`src/rklg_pkg.sv`:
```
// Package with encodings and reset values for the remote keypad lock gate.
package rklg_pkg;

   // Remote key codes delivered by the infrared decoder.
   typedef enum logic [2:0]
   {
      RKLG_KEY_NONE = 3'h0,
      RKLG_KEY_ON   = 3'h1,
      RKLG_KEY_AUTO = 3'h2,
      RKLG_KEY_OFF  = 3'h3,
      RKLG_KEY_TEST = 3'h4,
      RKLG_KEY_SET  = 3'h5
   } rklg_key_t;

   // Lock start choice after bus supply return.
   typedef enum logic [1:0]
   {
      RKLG_START_UNLOCKED = 2'h0,
      RKLG_START_LOCKED   = 2'h1,
      RKLG_START_RETAINED = 2'h2
   } rklg_start_t;

   // Reset values.
   localparam logic       VLD_RST  = 1'h0;
   localparam logic       LOCK_RST = 1'h0;
   localparam logic       SAVE_RST = 1'h0;
   localparam logic       WALK_RST = 1'h0;
   localparam logic [2:0] KEY_RST  = 3'h0;
   localparam logic [7:0] ARG_RST  = 8'h00;

   // Key argument width.
   localparam int ARG_W = 8;

endpackage : rklg_pkg

```
`src/rklg_lock.sv`:
```
// Lock state holder: telegram polarity, start-up choices and retention.
`timescale 1ns/1ps
module rklg_lock
(
   // Clock and reset
   input  wire logic        clk,
   input  wire logic        rst,
   // Configuration
   input  wire logic        lock_enable,
   input  wire logic        lock_polarity,
   input  wire logic [1:0]  start_supply,
   input  wire logic        start_download,
   // Events
   input  wire logic        lock_wr,
   input  wire logic        lock_value,
   input  wire logic        supply_fail,
   input  wire logic        supply_return,
   input  wire logic        download_done,
   // State
   output logic             locked
);

   typedef struct packed
   {
      logic lock;
      logic save;
   } rklg_lock_st_t;

   rklg_lock_st_t st;
   rklg_lock_st_t next_st;

   always_comb
   begin
      next_st = st;
      // Polarity 0 means 1 locks; polarity 1 means 0 locks.
      if (lock_wr)
      begin
         next_st.lock = lock_value ^ lock_polarity;
      end
      if (supply_fail)
      begin
         next_st.save = st.lock;
      end
      if (supply_return)
      begin
         case (rklg_pkg::rklg_start_t'(start_supply))
            rklg_pkg::RKLG_START_UNLOCKED: next_st.lock = 1'h0;
            rklg_pkg::RKLG_START_LOCKED:   next_st.lock = 1'h1;
            rklg_pkg::RKLG_START_RETAINED: next_st.lock = st.save;
            default:                       next_st.lock = 1'h0;
         endcase
      end
      if (download_done)
      begin
         next_st.lock = start_download;
      end
      // A disabled lock feature can never hold the remote locked.
      if (!lock_enable)
      begin
         next_st.lock = 1'h0;
      end
   end

   always_ff @(posedge clk)
   begin
      if (rst)
      begin
         st.lock <= rklg_pkg::LOCK_RST;
         st.save <= rklg_pkg::SAVE_RST;
      end
      else
      begin
         st <= next_st;
      end
   end

   assign locked = st.lock;

   disabled_free_a: assert property (@(posedge clk) disable iff (rst)
      !lock_enable |=> !locked)
      else $error("Lock held while feature disabled.");
   polarity_map_a: assert property (@(posedge clk) disable iff (rst)
      lock_enable && lock_wr && !supply_return && !download_done
      |=> locked == ($past(lock_value) ^ $past(lock_polarity)))
      else $error("Lock telegram polarity wrong.");
   retain_restore_a: assert property (@(posedge clk) disable iff (rst)
      lock_enable && supply_return && !download_done && start_supply == 2'h2 |=> locked == $past(st.save))
      else $error("Retained lock state not restored.");
   download_start_a: assert property (@(posedge clk) disable iff (rst)
      lock_enable && download_done |=> locked == $past(start_download))
      else $error("Download start state wrong.");

endmodule : rklg_lock

```
`src/rklg_gate.sv`:
```
// Remote keypad lock gate: filters decoded remote keys toward function block 1.
`timescale 1ns/1ps
// Notes on behaviour
// - On, automatic and off keys can each be switched off; switched-off keys are ignored.
// - Test key toggles walking test only when the key is made available.
// - Lock input works only when lock feature is enabled; else never locked.
// - While locked, every remote key is discarded.
// - Polarity setting selects whether telegram 1 or 0 locks.
// - After supply return, start unlocked or locked as configured.
// - Retention saves lock at supply failure and restores it on return.
// - After configuration download, start unlocked or locked per its own setting.
// - Remote keys are accepted only when remote operation is enabled.
// - Accepted keys go to function block 1 only.
module rklg_gate
(
   // Clock and reset
   input  wire logic                        CLK,
   input  wire logic                        RST,
   // Configuration
   input  wire logic                        REMOTE_ENABLE,
   input  wire logic                        KEY_ON_ENABLE,
   input  wire logic                        KEY_AUTO_ENABLE,
   input  wire logic                        KEY_OFF_ENABLE,
   input  wire logic                        KEY_TEST_ENABLE,
   input  wire logic                        LOCK_ENABLE,
   input  wire logic                        LOCK_POLARITY,
   input  wire logic [1:0]                  LOCK_START_SUPPLY,
   input  wire logic                        LOCK_START_DOWNLOAD,
   // Bus lock telegram (remote_lock_input object)
   input  wire logic                        REMOTE_LOCK_INPUT_WR,
   input  wire logic                        REMOTE_LOCK_INPUT,
   // Supply and download events
   input  wire logic                        SUPPLY_FAIL,
   input  wire logic                        SUPPLY_RETURN,
   input  wire logic                        DOWNLOAD_DONE,
   // Decoded remote keys
   input  wire logic                        KEY_VALID,
   input  wire logic [2:0]                  KEY_CODE,
   input  wire logic [rklg_pkg::ARG_W-1:0]  KEY_ARG,
   // Function block 1 command port
   output logic                             FB1_CMD_VALID,
   output logic [2:0]                       FB1_CMD_CODE,
   output logic [rklg_pkg::ARG_W-1:0]       FB1_CMD_ARG,
   output logic                             FB1_WALK_TEST,
   // Status
   output logic                             REMOTE_LOCKED
);

   typedef struct packed
   {
      logic                       vld;
      logic [2:0]                 code;
      logic [rklg_pkg::ARG_W-1:0] arg;
      logic                       walk;
      logic                       lock_q;
   } rklg_gate_st_t;

   rklg_gate_st_t st;
   rklg_gate_st_t next_st;
   logic          locked;
   logic          accept;

   // Returns whether a key code is permitted by the per-key configuration.
   function automatic logic key_allowed(input logic [2:0] code);
      case (rklg_pkg::rklg_key_t'(code))
         rklg_pkg::RKLG_KEY_ON:   key_allowed = KEY_ON_ENABLE;
         rklg_pkg::RKLG_KEY_AUTO: key_allowed = KEY_AUTO_ENABLE;
         rklg_pkg::RKLG_KEY_OFF:  key_allowed = KEY_OFF_ENABLE;
         rklg_pkg::RKLG_KEY_TEST: key_allowed = KEY_TEST_ENABLE;
         rklg_pkg::RKLG_KEY_NONE: key_allowed = 1'h0;
         default:                 key_allowed = 1'h1;
      endcase
   endfunction : key_allowed

   rklg_lock u_lock
   (
      .clk            (CLK),
      .rst            (RST),
      .lock_enable    (LOCK_ENABLE),
      .lock_polarity  (LOCK_POLARITY),
      .start_supply   (LOCK_START_SUPPLY),
      .start_download (LOCK_START_DOWNLOAD),
      .lock_wr        (REMOTE_LOCK_INPUT_WR),
      .lock_value     (REMOTE_LOCK_INPUT),
      .supply_fail    (SUPPLY_FAIL),
      .supply_return  (SUPPLY_RETURN),
      .download_done  (DOWNLOAD_DONE),
      .locked         (locked)
   );

   // Start-up choices, seen from the lock state that gates the keys.
   supply_open_a: assert property (@(posedge CLK) disable iff (RST)
      LOCK_ENABLE && SUPPLY_RETURN && !DOWNLOAD_DONE && LOCK_START_SUPPLY == 2'h0 |=> !locked)
      else $error("Remote not unlocked after supply return.");
   supply_lock_a: assert property (@(posedge CLK) disable iff (RST)
      LOCK_ENABLE && SUPPLY_RETURN && !DOWNLOAD_DONE && LOCK_START_SUPPLY == 2'h1 |=> locked)
      else $error("Remote not locked after supply return.");
   download_open_a: assert property (@(posedge CLK) disable iff (RST)
      LOCK_ENABLE && DOWNLOAD_DONE && !LOCK_START_DOWNLOAD |=> !locked)
      else $error("Remote not unlocked after download.");
   download_lock_a: assert property (@(posedge CLK) disable iff (RST)
      LOCK_ENABLE && DOWNLOAD_DONE && LOCK_START_DOWNLOAD |=> locked)
      else $error("Remote not locked after download.");

   // The registered lock is sampled when a key arrives, so a telegram in the
   // same cycle acts from the following key on and never splits one key.
   assign accept = KEY_VALID && REMOTE_ENABLE && !locked && key_allowed(KEY_CODE);

   always_comb
   begin
      next_st        = st;
      next_st.vld    = 1'h0;
      next_st.lock_q = locked;
      // Leaving remote operation ends a walking test that the remote started,
      // since no key could stop it afterwards.
      if (!REMOTE_ENABLE)
      begin
         next_st.walk = 1'h0;
      end
      if (accept)
      begin
         // Only function block 1 is wired here; no other block sees keys.
         next_st.vld  = 1'h1;
         next_st.code = KEY_CODE;
         next_st.arg  = KEY_ARG;
         if (KEY_CODE == rklg_pkg::RKLG_KEY_TEST)
         begin
            next_st.walk = !st.walk;
         end
      end
   end

   always_ff @(posedge CLK)
   begin
      if (RST)
      begin
         st.vld    <= rklg_pkg::VLD_RST;
         st.code   <= rklg_pkg::KEY_RST;
         st.arg    <= rklg_pkg::ARG_RST;
         st.walk   <= rklg_pkg::WALK_RST;
         st.lock_q <= rklg_pkg::LOCK_RST;
      end
      else
      begin
         st <= next_st;
      end
   end

   assign FB1_CMD_VALID = st.vld;
   assign FB1_CMD_CODE  = st.code;
   assign FB1_CMD_ARG   = st.arg;
   assign FB1_WALK_TEST = st.walk;
   assign REMOTE_LOCKED = st.lock_q;

   // Key filtering: switched-off keys, the test key and the remote enable.
   key_masked_a: assert property (@(posedge CLK) disable iff (RST)
      KEY_VALID && KEY_CODE == 3'h1 && !KEY_ON_ENABLE |=> !FB1_CMD_VALID)
      else $error("Switched-off key passed.");
   auto_masked_a: assert property (@(posedge CLK) disable iff (RST)
      KEY_VALID && KEY_CODE == 3'h2 && !KEY_AUTO_ENABLE |=> !FB1_CMD_VALID)
      else $error("Switched-off automatic key passed.");
   off_masked_a: assert property (@(posedge CLK) disable iff (RST)
      KEY_VALID && KEY_CODE == 3'h3 && !KEY_OFF_ENABLE |=> !FB1_CMD_VALID)
      else $error("Switched-off off key passed.");
   test_blocked_a: assert property (@(posedge CLK) disable iff (RST)
      KEY_VALID && KEY_CODE == 3'h4 && !KEY_TEST_ENABLE && REMOTE_ENABLE |=> $stable(FB1_WALK_TEST))
      else $error("Unavailable test key changed walking test.");
   test_toggle_a: assert property (@(posedge CLK) disable iff (RST)
      accept && KEY_CODE == 3'h4 |=> FB1_WALK_TEST != $past(FB1_WALK_TEST))
      else $error("Test key did not toggle walking test.");
   remote_off_a: assert property (@(posedge CLK) disable iff (RST)
      !REMOTE_ENABLE |=> !FB1_CMD_VALID)
      else $error("Key passed with remote disabled.");
   remote_walk_a: assert property (@(posedge CLK) disable iff (RST)
      !REMOTE_ENABLE |=> !FB1_WALK_TEST)
      else $error("Walking test held with remote disabled.");

   // Lock: nothing passes while it holds, and the walking test stays put while remote operation is enabled.
   lock_discard_a: assert property (@(posedge CLK) disable iff (RST)
      locked |=> !FB1_CMD_VALID)
      else $error("Key passed while locked.");
   walk_frozen_a: assert property (@(posedge CLK) disable iff (RST)
      locked && REMOTE_ENABLE |=> $stable(FB1_WALK_TEST))
      else $error("Walking test changed while locked.");
   lock_status_a: assert property (@(posedge CLK) disable iff (RST)
      1'h1 |=> REMOTE_LOCKED == $past(locked))
      else $error("Lock status does not follow the lock.");
   next_key_a: assert property (@(posedge CLK) disable iff (RST)
      KEY_VALID && REMOTE_ENABLE && key_allowed(KEY_CODE) && !locked && REMOTE_LOCK_INPUT_WR |=> FB1_CMD_VALID)
      else $error("Key in flight lost to lock change.");
   lock_next_a: assert property (@(posedge CLK) disable iff (RST)
      LOCK_ENABLE && REMOTE_LOCK_INPUT_WR && (REMOTE_LOCK_INPUT ^ LOCK_POLARITY) && !SUPPLY_RETURN && !DOWNLOAD_DONE
      ##1 LOCK_ENABLE && !REMOTE_LOCK_INPUT_WR && !SUPPLY_RETURN && !DOWNLOAD_DONE
      ##1 KEY_VALID |=> !FB1_CMD_VALID)
      else $error("Key after a locking telegram passed.");

   // Routing: only accepted keys reach function block 1, with code and argument.
   route_fb1_a: assert property (@(posedge CLK) disable iff (RST)
      accept |=> FB1_CMD_VALID && FB1_CMD_CODE == $past(KEY_CODE) && FB1_CMD_ARG == $past(KEY_ARG))
      else $error("Accepted key not routed.");
   only_accepted_a: assert property (@(posedge CLK) disable iff (RST)
      !accept |=> !FB1_CMD_VALID && $stable(FB1_CMD_CODE) && $stable(FB1_CMD_ARG))
      else $error("Command port moved without an accepted key.");

   cover_pass_c:   cover property (@(posedge CLK) disable iff (RST) accept ##1 FB1_CMD_VALID);
   cover_flight_c: cover property (@(posedge CLK) disable iff (RST) accept && REMOTE_LOCK_INPUT_WR);
   cover_locked_c: cover property (@(posedge CLK) disable iff (RST) KEY_VALID && locked);
   cover_walk_c:   cover property (@(posedge CLK) disable iff (RST) $rose(FB1_WALK_TEST));
   cover_retain_c: cover property (@(posedge CLK) disable iff (RST) SUPPLY_RETURN && LOCK_START_SUPPLY == 2'h2);

endmodule : rklg_gate

```
`config.mk`:
```
export PLATFORM = sky130hd
export DESIGN_NAME = rklg_gate
export DESIGN_NICKNAME = d
export VERILOG_FILES = /design/src/rklg_pkg.sv /design/src/rklg_lock.sv /design/src/rklg_gate.sv
export SDC_FILE = /design/constraint.sdc
export NUM_CORES = 1
export LEC_CHECK = 0
export ABC_AREA = 1
export BUFFER_PORTS_ARGS = -buffer_cell sky130_fd_sc_hd__buf_2
export CAP_MARGIN = 20
export CORE_ASPECT_RATIO = 0.75
export CORE_MARGIN = 5
export CORE_UTILIZATION = 25
export DETAILED_ROUTE_END_ITERATION = 12
export PLACE_DENSITY = 0.54
export SYNTH_ARGS = -nofsm -noshare
export SYNTH_HDL_FRONTEND = slang
export SYNTH_SLANG_ARGS = --single-unit
```
`constraint.sdc`:
```
create_clock -name CLK -period 1.25 [get_ports CLK]
set_input_delay 0.125 -clock CLK [delete_from_list [all_inputs] [get_ports CLK]]
set_output_delay 0.125 -clock CLK [all_outputs]
set_load 0.02 [all_outputs]
```
==> metrics.txt, run 1 <==
Top Layer Used=met3; worst-case clock buffer depth=2; TritonCTS buffer count=3; largest net degree at the start of global routing=14; setup violators final=0; register bit total from synthesis=16; Crit path largest cell delay=between 300 and 400 ps; Final Cycle Share=0.840; clk_skew=between 0.7 and 0.8 ps; DRC viols=0; initial core utilization=0.253; Reg clk slew, reported paths=approximately 60 ps; Pleak=0.546 nW; number of buffers added on ports=42; r2r worst-path depth=6; YS warnings=0; share of layout cells above drive strength 1=0.486; Synth Cell Area=between 800 and 900 sq um; Routed Antenna Nets=0; TritonRoute pass-1 iters=2; Hold Path Class=in2reg; vias=790; vias in the first global route=approximately 830; hold wc startpoint=SUPPLY_FAIL; initial DRC count=27; Worst EP required=1380 ps; Tot Pwr=around 0.0012 W; CP Class=reg2reg; count of cell types in the netlist=21; GR Overflow Total=0; status=completed; post-synthesis sequential area ratio=0.393; first-pass GRT wire length=3510 microns; Met2 Routed Length=885 microns; DP Wirelength=approximately 1700 microns; crit path launch=u_lock.locked$_SDFFE_PP0P_; initial antenna violation count=0; area delta synth->final=35.5%; postcts setup bufs=0; Post-Syn Instances=about 100; row cnt=18; clock tree sinks=16; met1 WL=873 microns; CP dominant cell by count=nand2_1; GPL Wtd Cong=0.722; met3 WL=247 microns; Root Buffer=clkbuf_8; Max Clk Rate=952 MHz; Routed WL per cell=about 11 microns; CP Data Arrival Time=between 1000 and 1500 ps; drt via density=4.25; Die Y=59.4 microns; worst path cell trace=nor2_1 -> nand2_1 -> inv_4 -> nand2_4 -> nand2_1 -> a21oi_1; Final Hold Viols=0; Worst-Skew Late Latency=~240 ps; CP max stage cell=dfxtp_1; H-tree lvl count=1; maximum VDD drop=about 0.5 mV; die footprint=4510 sq um; TNS Setup=0 ps; max-cap viol count=0; Max-slew headroom=0.870; Mapped Avg Cell Area=~8.0 sq um; final net count=178; worst slew pin tran=194 ps; Pins Over Slew Limit=0; power per cell area=about 1100 nW/um^2; Reg-to-Reg Start=u_lock.locked$_SDFFE_PP0P_; Tmin final=~1100 ps; Min-Delay Path Depth=2; Core Footprint=approximately 3200 sq um; CP Max Fanout=13; Routed WL=about 2000 microns; Worst Setup End Kind=register; CTS tree=built; antenna diode count=0; Ports=43; Net Count, Synth=between 100 and 150; GRT Total Usage=0.0966; Startpoint Class=register; RSZ-0062 raised after global routing=false; DIE WIDTH=75.9 microns
-- layer usage --
layer  vias up  track usage
met5         -            0
met4         0       0.0127
met3         0       0.0653
met2        34        0.150
met1       341        0.114
li1        415            -
-- what timing repair did --
action	CTS	global route
resized for setup	0	1
endpoints found under the setup margin	0	1
hold buffers	0	0
-- stage by stage --
| stage | cell area (sq um) | setup WS (ps) | std cells | hold WS [ps] | utilization |
|---|---|---|---|---|---|
| 2_1_floorplan | 815 | 303 | 102 | 187 | - |
| 3_3_place_gp | 1050 | 147 | 182 | 316 | 0.325 |
| 3_5_place_dp | 1050 | 95.7 | 182 | 322 | 0.325 |
| 4_1_cts | 1100 | 127 | 186 | 55.2 | 0.342 |
| 5_1_grt | 1100 | 60.5 | 186 | 62.8 | 0.343 |
| 6_report | 1100 | 200 | 186 | 63.8 | 0.343 |
-- final timing paths --
path | endpoint | slack [ps]
setup reg to reg | FB1_CMD_ARG[2]$_SDFFE_PP0P_ | 200
hold reg to reg | FB1_CMD_ARG[6]$_SDFFE_PP0P_ | 460
setup / recovery | FB1_CMD_ARG[2]$_SDFFE_PP0P_ | 200
hold / removal | u_lock.st[0]$_SDFFE_PP0P_ | 60
-- kinds of logic (layout without fill, tap and decap cells) --
group | after synthesis | in the layout | share of synthesized area
AOI/OAI and AO/OA | 18 | 18 | 0.155
xor gates and xnor gates | 1 | 1 | 0.0108
adders and majority gates | 2 | 2 | 0.0307
buffers and inverters | 17 | 61 | 0.114
DFF | 16 | 16 | 0.393
and+or+nand+nor | 48 | 48 | 0.296
-- flip-flops by register name, indices dropped and copies added, names as in the netlist --
| name | flops |
|---|---|
| FB1_CMD_ARG | 8 |
| FB1_CMD_CODE | 3 |
| FB1_CMD_VALID | 1 |
| FB1_WALK_TEST | 1 |
| REMOTE_LOCKED | 1 |
| u_lock.locked | 1 |
| u_lock.st | 1 |
-- cells in the final DEF (no fill, tap or decap), types with 2 or more instances in the layout --
master / n
nor2_1: 5
nand2_2: 10
buf_4: 2
a21oi_2: 9
ha_1: 2
a21oi_1: 6
inv_1: 12
clkbuf_8: 4
nand3_1: 13
dfxtp_1: 16
buf_2: 42
o21ai_0: 2
nand2_1: 16
-- worst max-delay path: cells and delay by family (launching register included) --
kind	cells	cell delay, ps
buffers and inverters	1	140
flip-flops	1	310
AO/OA/AOI/OAI	1	60
AND/OR/NAND/NOR	4	430
-- synthesized netlist by cell type (all sizes together) --
| cell type | count | area, sq um |
|---|---|---|
| nand2 | 27 | 134 |
| dfxtp | 16 | 320 |
| a21oi | 15 | 109 |
| nand3 | 14 | 75.1 |
| inv | 13 | 48.8 |
| nor2 | 6 | 25.0 |
| buf | 4 | 43.8 |
| ha | 2 | 25.0 |
| o21ai | 2 | 10.0 |
| nand3b | 1 | 7.51 |
| o211ai | 1 | 7.51 |
| xor2 | 1 | 8.76 |
-- layout make-up --
| class | instances | area (sq um) |
|---|---|---|
| Clock buffer | 4 | 55.1 |
| Inverter | 13 | 51.3 |
| Timing Repair Buffer | 44 | 225 |
| Tap cell | 40 | 50.0 |
| Fill cell | 361 | 2120 |
| Multi-Input combinational cell | 69 | 402 |
| Sequential cell | 16 | 320 |
-- report_power, final --
group / switching [W] / internal [W]
Sequential: 0.0000113 / 0.000532
Clock: 0.000171 / 0.000279
Combinational: 0.000122 / 0.0000862
Total: 0.000305 / 0.000897
(Power assumes the default switching activity.)
==> run 2, diff against run 1 <==
clock period = 1.07 ns   (was 1.25 ns; I/O delays follow)
==> run 2 against run 1 <==
Compared with the run above:
- final cell count rose by 1.6%
- first-iteration DRC count fell by 37%
- setup slack lost 110 ps
- via count is 1.5% higher
- combinational power up 30%
- sequential power increased by 17%
- total power grew 19%
- clock skew grew 1.4 ps
- clock power rose by 18%
- sequential share of layout area decreased by 1.3 points
- clock-buffer cell count stayed put
- final area up 4.9%
- largest power group unchanged
==> metrics.txt, run 2 (synthesis gave the netlist of run 1 again) <==
Reg clk slew, reported paths=60 ps (about the same); share of layout cells above drive strength 1=0.517 (was 0.486); power per cell area=1240 nW/um^2 (was 1090 nW/um^2); TNS Setup=0 ps (unchanged); Bufs and invs on worst path=1 (unchanged); Startpoint Class=register (unchanged); postcts setup bufs=0 (unchanged); status=completed (unchanged); Routed Antenna Nets=0 (unchanged); first-pass GRT wire length=3410 microns (was 3510 microns); maximum VDD drop=0.515 mV (was 0.487 mV); Pleak=0.569 nW (was 0.546 nW); Routed WL per cell=10.6 microns (was 10.8 microns); CP Data Arrival Time=1120 ps (was 1180 ps); GR Overflow Total=0 (unchanged); Design Area, Final=1160 sq um (was 1100 sq um); leading cell type in the layout, fill and taps excluded=buf_2 (unchanged); DP Wirelength=1660 microns (was 1650 microns); Crit path largest cell delay=310 ps (about the same); setup violators final=0 (unchanged); DRC viols=0 (unchanged); final net count=181 (was 178); initial antenna violation count=0 (unchanged); Worst Setup End Kind=register (unchanged); Hold EP=u_lock.st[0]$_SDFFE_PP0P_ (unchanged); number of buffers added on ports=42 (unchanged); worst path cell trace=nor2_1 -> nand2_1 -> inv_2 -> nand2_4 -> nand2_1 -> a21oi_2 (was nor2_1 -> nand2_1 -> inv_4 -> nand2_4 -> nand2_1 -> a21oi_1); H-tree lvl count=1 (unchanged); Core Footprint=3220 sq um (unchanged); die footprint=4510 sq um (unchanged); CP dominant cell by count=nand2_1 (unchanged); row cnt=18 (unchanged); GRT Total Usage=0.0930 (was 0.0966); Routed WL=2000 microns (was 2010 microns); hold wc startpoint=SUPPLY_FAIL (unchanged); CP max stage cell=dfxtp_1 (unchanged); dpl cell area=1080 sq um (was 1050 sq um); Final Cycle Share=0.920 (was 0.840); Tot Pwr=0.00143 W (was 0.00120 W); CP Class=reg2reg (unchanged); CP Max Fanout=13 (unchanged); Worst-Skew Late Latency=250 ps (was 240 ps); delay-heaviest family, CP=simple AND/OR/NAND/NOR gates (unchanged); initial DRC count=17 (was 27); Tmin final=985 ps (was 1050 ps); worst slew pin tran=214 ps (was 194 ps); Max Clk Rate=1020 MHz (was 952 MHz); Min-Delay Path Depth=2 (unchanged); area delta synth->final=42.1% (was 35.5%); Ports=43 (unchanged); max reg flops=8 (unchanged); drt via density=4.24 (was 4.25); Root Buffer=clkbuf_8 (unchanged); antenna diode count=0 (unchanged); initial core utilization=0.253 (unchanged); Final Hold Viols=0 (unchanged); worst slack at placement=15.9 ps (was 95.7 ps); GPL Wtd Cong=0.727 (was 0.722); DIE WIDTH=75.9 microns (unchanged); Die Y=59.4 microns (unchanged); worst reg2reg setup slack=90 ps (was 200 ps); r2r worst-path depth=6 (unchanged); vias in the first global route=799 (was 828); Reg-to-Reg Start=u_lock.locked$_SDFFE_PP0P_ (unchanged); RR Endpoint=FB1_CMD_ARG[3]$_SDFFE_PP0P_ (was FB1_CMD_ARG[2]$_SDFFE_PP0P_); most frequent cells in the layout=buf_2 (42), dfxtp_1 (16), nand2_1 (16), inv_1 (12), nand3_1 (11) (was buf_2 (42), dfxtp_1 (16), nand2_1 (16), nand3_1 (13), inv_1 (12)); largest net degree at the start of global routing=15 (was 14); Pins Over Slew Limit=0 (unchanged); TritonRoute pass-1 iters=4 (was 2); Worst Slack Setup Final=85.3 ps (was 200 ps); Worst EP required=1210 ps (was 1380 ps); RSZ-0062 raised after global routing=false (unchanged); CTS tree=built (unchanged); TritonCTS buffer count=3 (unchanged); Hold Path Class=in2reg (unchanged); clock tree sinks=16 (unchanged); worst-case clock buffer depth=2 (unchanged); max-cap viol count=0 (unchanged); vias=802 (was 790); Max-slew headroom=0.857 (was 0.870); clk_skew=2.19 ps (was 0.791 ps)
==> run 2: cell count changes in the layout (fill, tap and decap cells not counted) <==
| cell | before | now |
|---|---|---|
| inv_2 | 0 | 1 |
| buf_6 | 0 | 2 |
| inv_4 | 1 | 0 |
| nand3_1 | 13 | 11 |
| nand3_2 | 1 | 3 |
| a21oi_2 | 9 | 10 |
| buf_12 | 0 | 1 |
| a21oi_1 | 6 | 5 |
==> run 2: worst max path at each step <==
stage / depth (start not counted) / slack, ps / to / start
finish: 6 / 90 / FB1_CMD_ARG[3]$_SDFFE_PP0P_ / u_lock.locked$_SDFFE_PP0P_
global placement: 8 / 50 / FB1_CMD_ARG[3]$_SDFFE_PP0P_ / KEY_CODE[0]
global route: 6 / 0.5 / FB1_WALK_TEST$_SDFF_PP0_ / u_lock.locked$_SDFFE_PP0P_
CTS: 6 / 50 / FB1_CMD_ARG[5]$_SDFFE_PP0P_ / u_lock.locked$_SDFFE_PP0P_
floorplan: 6 / 120 / FB1_CMD_ARG[0]$_SDFFE_PP0P_ / u_lock.locked$_SDFFE_PP0P_
detailed placement: 8 / 20 / FB1_CMD_ARG[3]$_SDFFE_PP0P_ / KEY_CODE[0]
==> run 2: final cells by class <==
class | instances | area (sq um)
multi-input combinational | 69 | 415
tap | 40 | 50.0
sequential | 16 | 320
inverter | 13 | 48.8
timing repair buffer | 47 | 268
clock buffer | 4 | 55.1
fill | 357 | 2060
==> run 2: worst register-to-register path: cells and delay by family, from the launching register on <==
kind / cells / cell delay [ps]
buffers and inverters: 1 / 100
AO/OA/AOI/OAI: 1 / 50
AND/OR/NAND/NOR: 4 / 410
flip-flops: 1 / 310
==> run 2: where the power goes <==
part           total [W]  internal, W  switching (W)
Combinational   0.000271     0.000120       0.000150
Clock           0.000530     0.000326       0.000204
Sequential      0.000634     0.000621      0.0000133
Total            0.00143      0.00107       0.000367
==> run 2: layer usage <==
metal  vias up  GRT usage  share of wire
met5         -          0              0
met4         0     0.0152              0
met3         0     0.0653           0.12
met2        29      0.139           0.43
met1       355      0.111           0.45
li1        418          -              -
==> run 2: timing repair <==
action | CTS | global route
hold buffers | 0 | 0
setup endpoints to repair | 0 | 10
gates resized for setup | 0 | 5
==> run 2: through the flow <==
step,util,std cells,hold WS (ps)
after detailed placement,0.336,185,305
after global placement,0.336,185,298
after floorplan,-,102,169
final,0.359,189,44.9
after CTS,0.353,189,37.3
after global routing,0.359,189,48.0
==> run 3, diff against run 2 <==
--- a/config.mk
+++ b/config.mk
@@ -7,3 +7,2 @@
 export LEC_CHECK = 0
-export ABC_AREA = 1
 export BUFFER_PORTS_ARGS = -buffer_cell sky130_fd_sc_hd__buf_2
--- a/constraint.sdc
+++ b/constraint.sdc
@@ -3,2 +3,2 @@
 set_output_delay 0.107 -clock CLK [all_outputs]
-set_load 0.02 [all_outputs]
+set_load 0.01 [all_outputs]
==> run 3 against run 2 <==
Compared with the run above:
- the flow now finishes with violations (setup timing)
- clock power decreased by 0.8%
- clock-buffer cell count unchanged
- synthesized area decreased by 3.4%
- die area decreased by 2.9%
- clock skew increased by 1.4 ps
- synthesized cell count decreased by 18%
- sequential share of layout area decreased by 0.65 points
- global-route usage decreased by 0.11 points
- sequential power about the same
- hold slack improved by 70 ps
==> metrics.txt, run 3 <==
status=finished with violations (was completed); vias=768 (was 802); Crit path largest cell delay=310 ps (about the same); max reg flops=8 (unchanged); row cnt=17 (was 18); Worst-Skew Late Latency=250 ps (about the same); clk_skew=3.62 ps (was 2.19 ps); CTS tree=built (unchanged); number of buffers added on ports=42 (unchanged); TritonCTS buffer count=3 (unchanged); leading cell type in the layout, fill and taps excluded=buf_2 (unchanged); Hold Buf Count CTS=0 (unchanged); worst path cell trace=nand3b_1 -> a311o_1 -> a21oi_2 -> buf_12 -> mux2i_1 (was nor2_1 -> nand2_1 -> inv_2 -> nand2_4 -> nand2_1 -> a21oi_2); Startpoint Class=register (unchanged); YS warnings=0 (unchanged); max-cap viol count=0 (unchanged); fraction of registers with async set/reset=0 (unchanged); power per cell area=1190 nW/um^2 (was 1240 nW/um^2); CP Data Arrival Time=1540 ps (was 1120 ps); register bit total from synthesis=16 (unchanged); DIE WIDTH=74.8 microns (was 75.9 microns); Compound-Gate Fraction of Synth Area=0.105 (was 0.155); final net count=169 (was 181); Max Clk Rate=735 MHz (was 1020 MHz); Final Cycle Share=1.27 (was 0.920); H-tree lvl count=1 (unchanged); Pleak=0.558 nW (was 0.569 nW); Ports=43 (unchanged); TNS Setup=-2880 ps (was 0 ps); Main synth FF type=dfxtp_1 (unchanged); Clk pwr share=0.372 (was 0.369); CP Max Fanout=10 (was 13); area delta synth->final=51.2% (was 42.1%); post-synthesis xor/xnor area fraction=0.0111 (was 0.0108); internal power=0.00109 W (was 0.00107 W); top cells by count, synth=nand2b_1 (17), dfxtp_1 (16), mux2i_1 (10), nor2_1 (6), a21oi_1 (4) (was dfxtp_1 (16), nand2_1 (16), nand3_1 (13), inv_1 (12), nand2_2 (10)); Net Switching=0.000326 W (was 0.000367 W); drt via density=4.39 (was 4.24); post-synthesis sequential area ratio=0.407 (was 0.393); Max-slew headroom=0.764 (was 0.857); Routed WL=1960 microns (was 2000 microns); count of cell types in the netlist=27 (was 21); count leader, synth=nand2b_1; Net Count, Synth=115 (was 133); Flop pwr share=0.450 (was 0.442); Tmin final=1360 ps (was 985 ps); worst slack at placement=-305 ps (was 15.9 ps); initial DRC count=28 (was 17); Synth area leaders=dfxtp_1 (41%), nand2b_1 (14%), mux2i_1 (13%) (was dfxtp_1 (39%), a21oi_2 (9.7%), nand3_1 (8.0%)); share of layout cells above drive strength 1=0.460 (was 0.517); maximum VDD drop=0.489 mV (was 0.515 mV); clock tree sinks=16 (unchanged); crit path launch=u_lock.locked$_SDFFE_PP0P_ (unchanged); DRC viols=0 (unchanged); Core Footprint=2980 sq um (was 3220 sq um); Worst EP required=1240 ps (was 1210 ps); main combinational cell family by area after synthesis=simple AND/OR/NAND/NOR gates (unchanged); multiplexer share of the synthesized area=0.141 (was 0); die footprint=4380 sq um (was 4510 sq um); worst reg2reg setup slack=-290 ps (was 90 ps); Net Sw Frac=0.231 (was 0.256); Routed WL per cell=11.2 microns (was 10.6 microns); DP Wirelength=1580 microns (was 1660 microns); GRT Total Usage=0.0919 (was 0.0930); Routed Antenna Nets=0 (unchanged); first-pass GRT wire length=3110 microns (was 3410 microns); post-synth top area share=0.407 (was 0.393); combinational share of power=0.178 (was 0.189); CP max stage cell=dfxtp_2 (was dfxtp_1); failing checks=setup timing; GR Overflow Total=0 (unchanged); CP Class=reg2reg (unchanged); worst slew pin tran=354 ps (was 214 ps); Pins Over Slew Limit=0 (unchanged); Die Y=58.6 microns (was 59.4 microns); simple-gate share of the synthesized area=0.266 (was 0.296); worst-case clock buffer depth=2 (unchanged); Root Buffer=clkbuf_8 (unchanged); initial core utilization=0.264 (was 0.253); Post-Synth Adder-Cell Area=0.0318 (was 0.0307); vias in the first global route=746 (was 799); Worst Slack Setup Final=-291 ps (was 85.3 ps); Reg clk slew, reported paths=60 ps (about the same); Post-Syn Instances=84 (was 102); Mapped Avg Cell Area=9.37 sq um (was 7.99 sq um); initial antenna violation count=0 (unchanged); Synth Cell Area=787 sq um (was 815 sq um); GPL Wtd Cong=0.865 (was 0.727); Reg-to-Reg Start=u_lock.locked$_SDFFE_PP0P_ (unchanged); TritonRoute pass-1 iters=2 (was 4); setup violators final=13 (was 0); number of synthesized flops with an enable pin=0 (unchanged); Worst Setup End Kind=register (unchanged); hold wc startpoint=SUPPLY_FAIL (unchanged); antenna diode count=0 (unchanged); Yosys top cell by area=dfxtp_1 (unchanged); most frequent cells in the layout=buf_2 (42), nand2b_1 (17), dfxtp_1 (15), mux2i_1 (10), buf_4 (9) (was buf_2 (42), dfxtp_1 (16), nand2_1 (16), inv_1 (12), nand3_1 (11)); largest net degree at the start of global routing=26 (was 15); Final Hold Viols=0 (unchanged); RSZ-0062 raised after global routing=true (was false); Hold Path Class=in2reg (unchanged)
-- run 3: area by class of cell --
type                       instances  area (sq um)
clock buffer                       4          55.1
inverter                           3          11.3
tap                               38          47.5
multi-input combinational         62           457
sequential                        16           322
fill                             317          1790
timing repair buffer              52           298
-- run 3: worst paths after layout --
check / endpoint / depth (start not counted)
worst min-delay path: u_lock.st[0]$_SDFFE_PP0P_ / 3
worst max-delay path: FB1_CMD_ARG[7]$_SDFFE_PP0P_ / 5
worst min register to register: FB1_CMD_CODE[0]$_SDFFE_PP0P_ / 2
worst max register to register: FB1_CMD_ARG[7]$_SDFFE_PP0P_ / 5
-- run 3: stage by stage --
stage	hold slack, ps	utilization	total power [W]	area (sq um)	std cells
global placement	370	0.372	0.000888	1110	170
detailed placement	373	0.372	0.000894	1110	170
global route	118	0.400	0.00151	1190	175
CTS	110	0.395	0.00143	1180	175
floorplan	255	-	0.000760	788	84
finish	115	0.400	0.00141	1190	175
-- run 3: cell families (layout without fill, tap and decap cells) --
logic type	after synthesis	after routing
AND/OR/NAND/NOR	36	36
flip-flops	16	16
AO/OA/AOI/OAI	12	12
multiplexers	11	11
buffers and inverters	6	59
adder cells (fa/ha/maj)	2	2
XOR/XNOR	1	1
-- run 3: power groups by stage --
stage | clock network, W | registers (W) | logic (W)
2_1_floorplan | 0 | 0.000660 | 0.000101
3_3_place_gp | 0 | 0.000647 | 0.000241
3_5_place_dp | 0 | 0.000649 | 0.000245
4_1_cts | 0.000547 | 0.000636 | 0.000251
5_1_grt | 0.000585 | 0.000639 | 0.000282
6_report | 0.000526 | 0.000636 | 0.000252
-- run 3: metal layers --
metal	vias up	wire, microns	track usage
met4	0	25	0.0381
met2	25	931	0.156
met5	-	0	0
li1	395	-	-
met1	344	872	0.110
met3	4	136	0.0222
-- run 3: repair_timing --
item	4_1_cts	5_1_grt
resized for setup	1	3
pin swaps	7	0
cloned	0	0
setup buffers	1	0
setup endpoints to repair	14	14
-- run 3: critical path: cells and delay by family (launching register included) --
kind,cells,cell delay [ps]
flops,1,310
mux,1,180
simple gates,1,160
buf+inv,1,160
compound gates,2,470
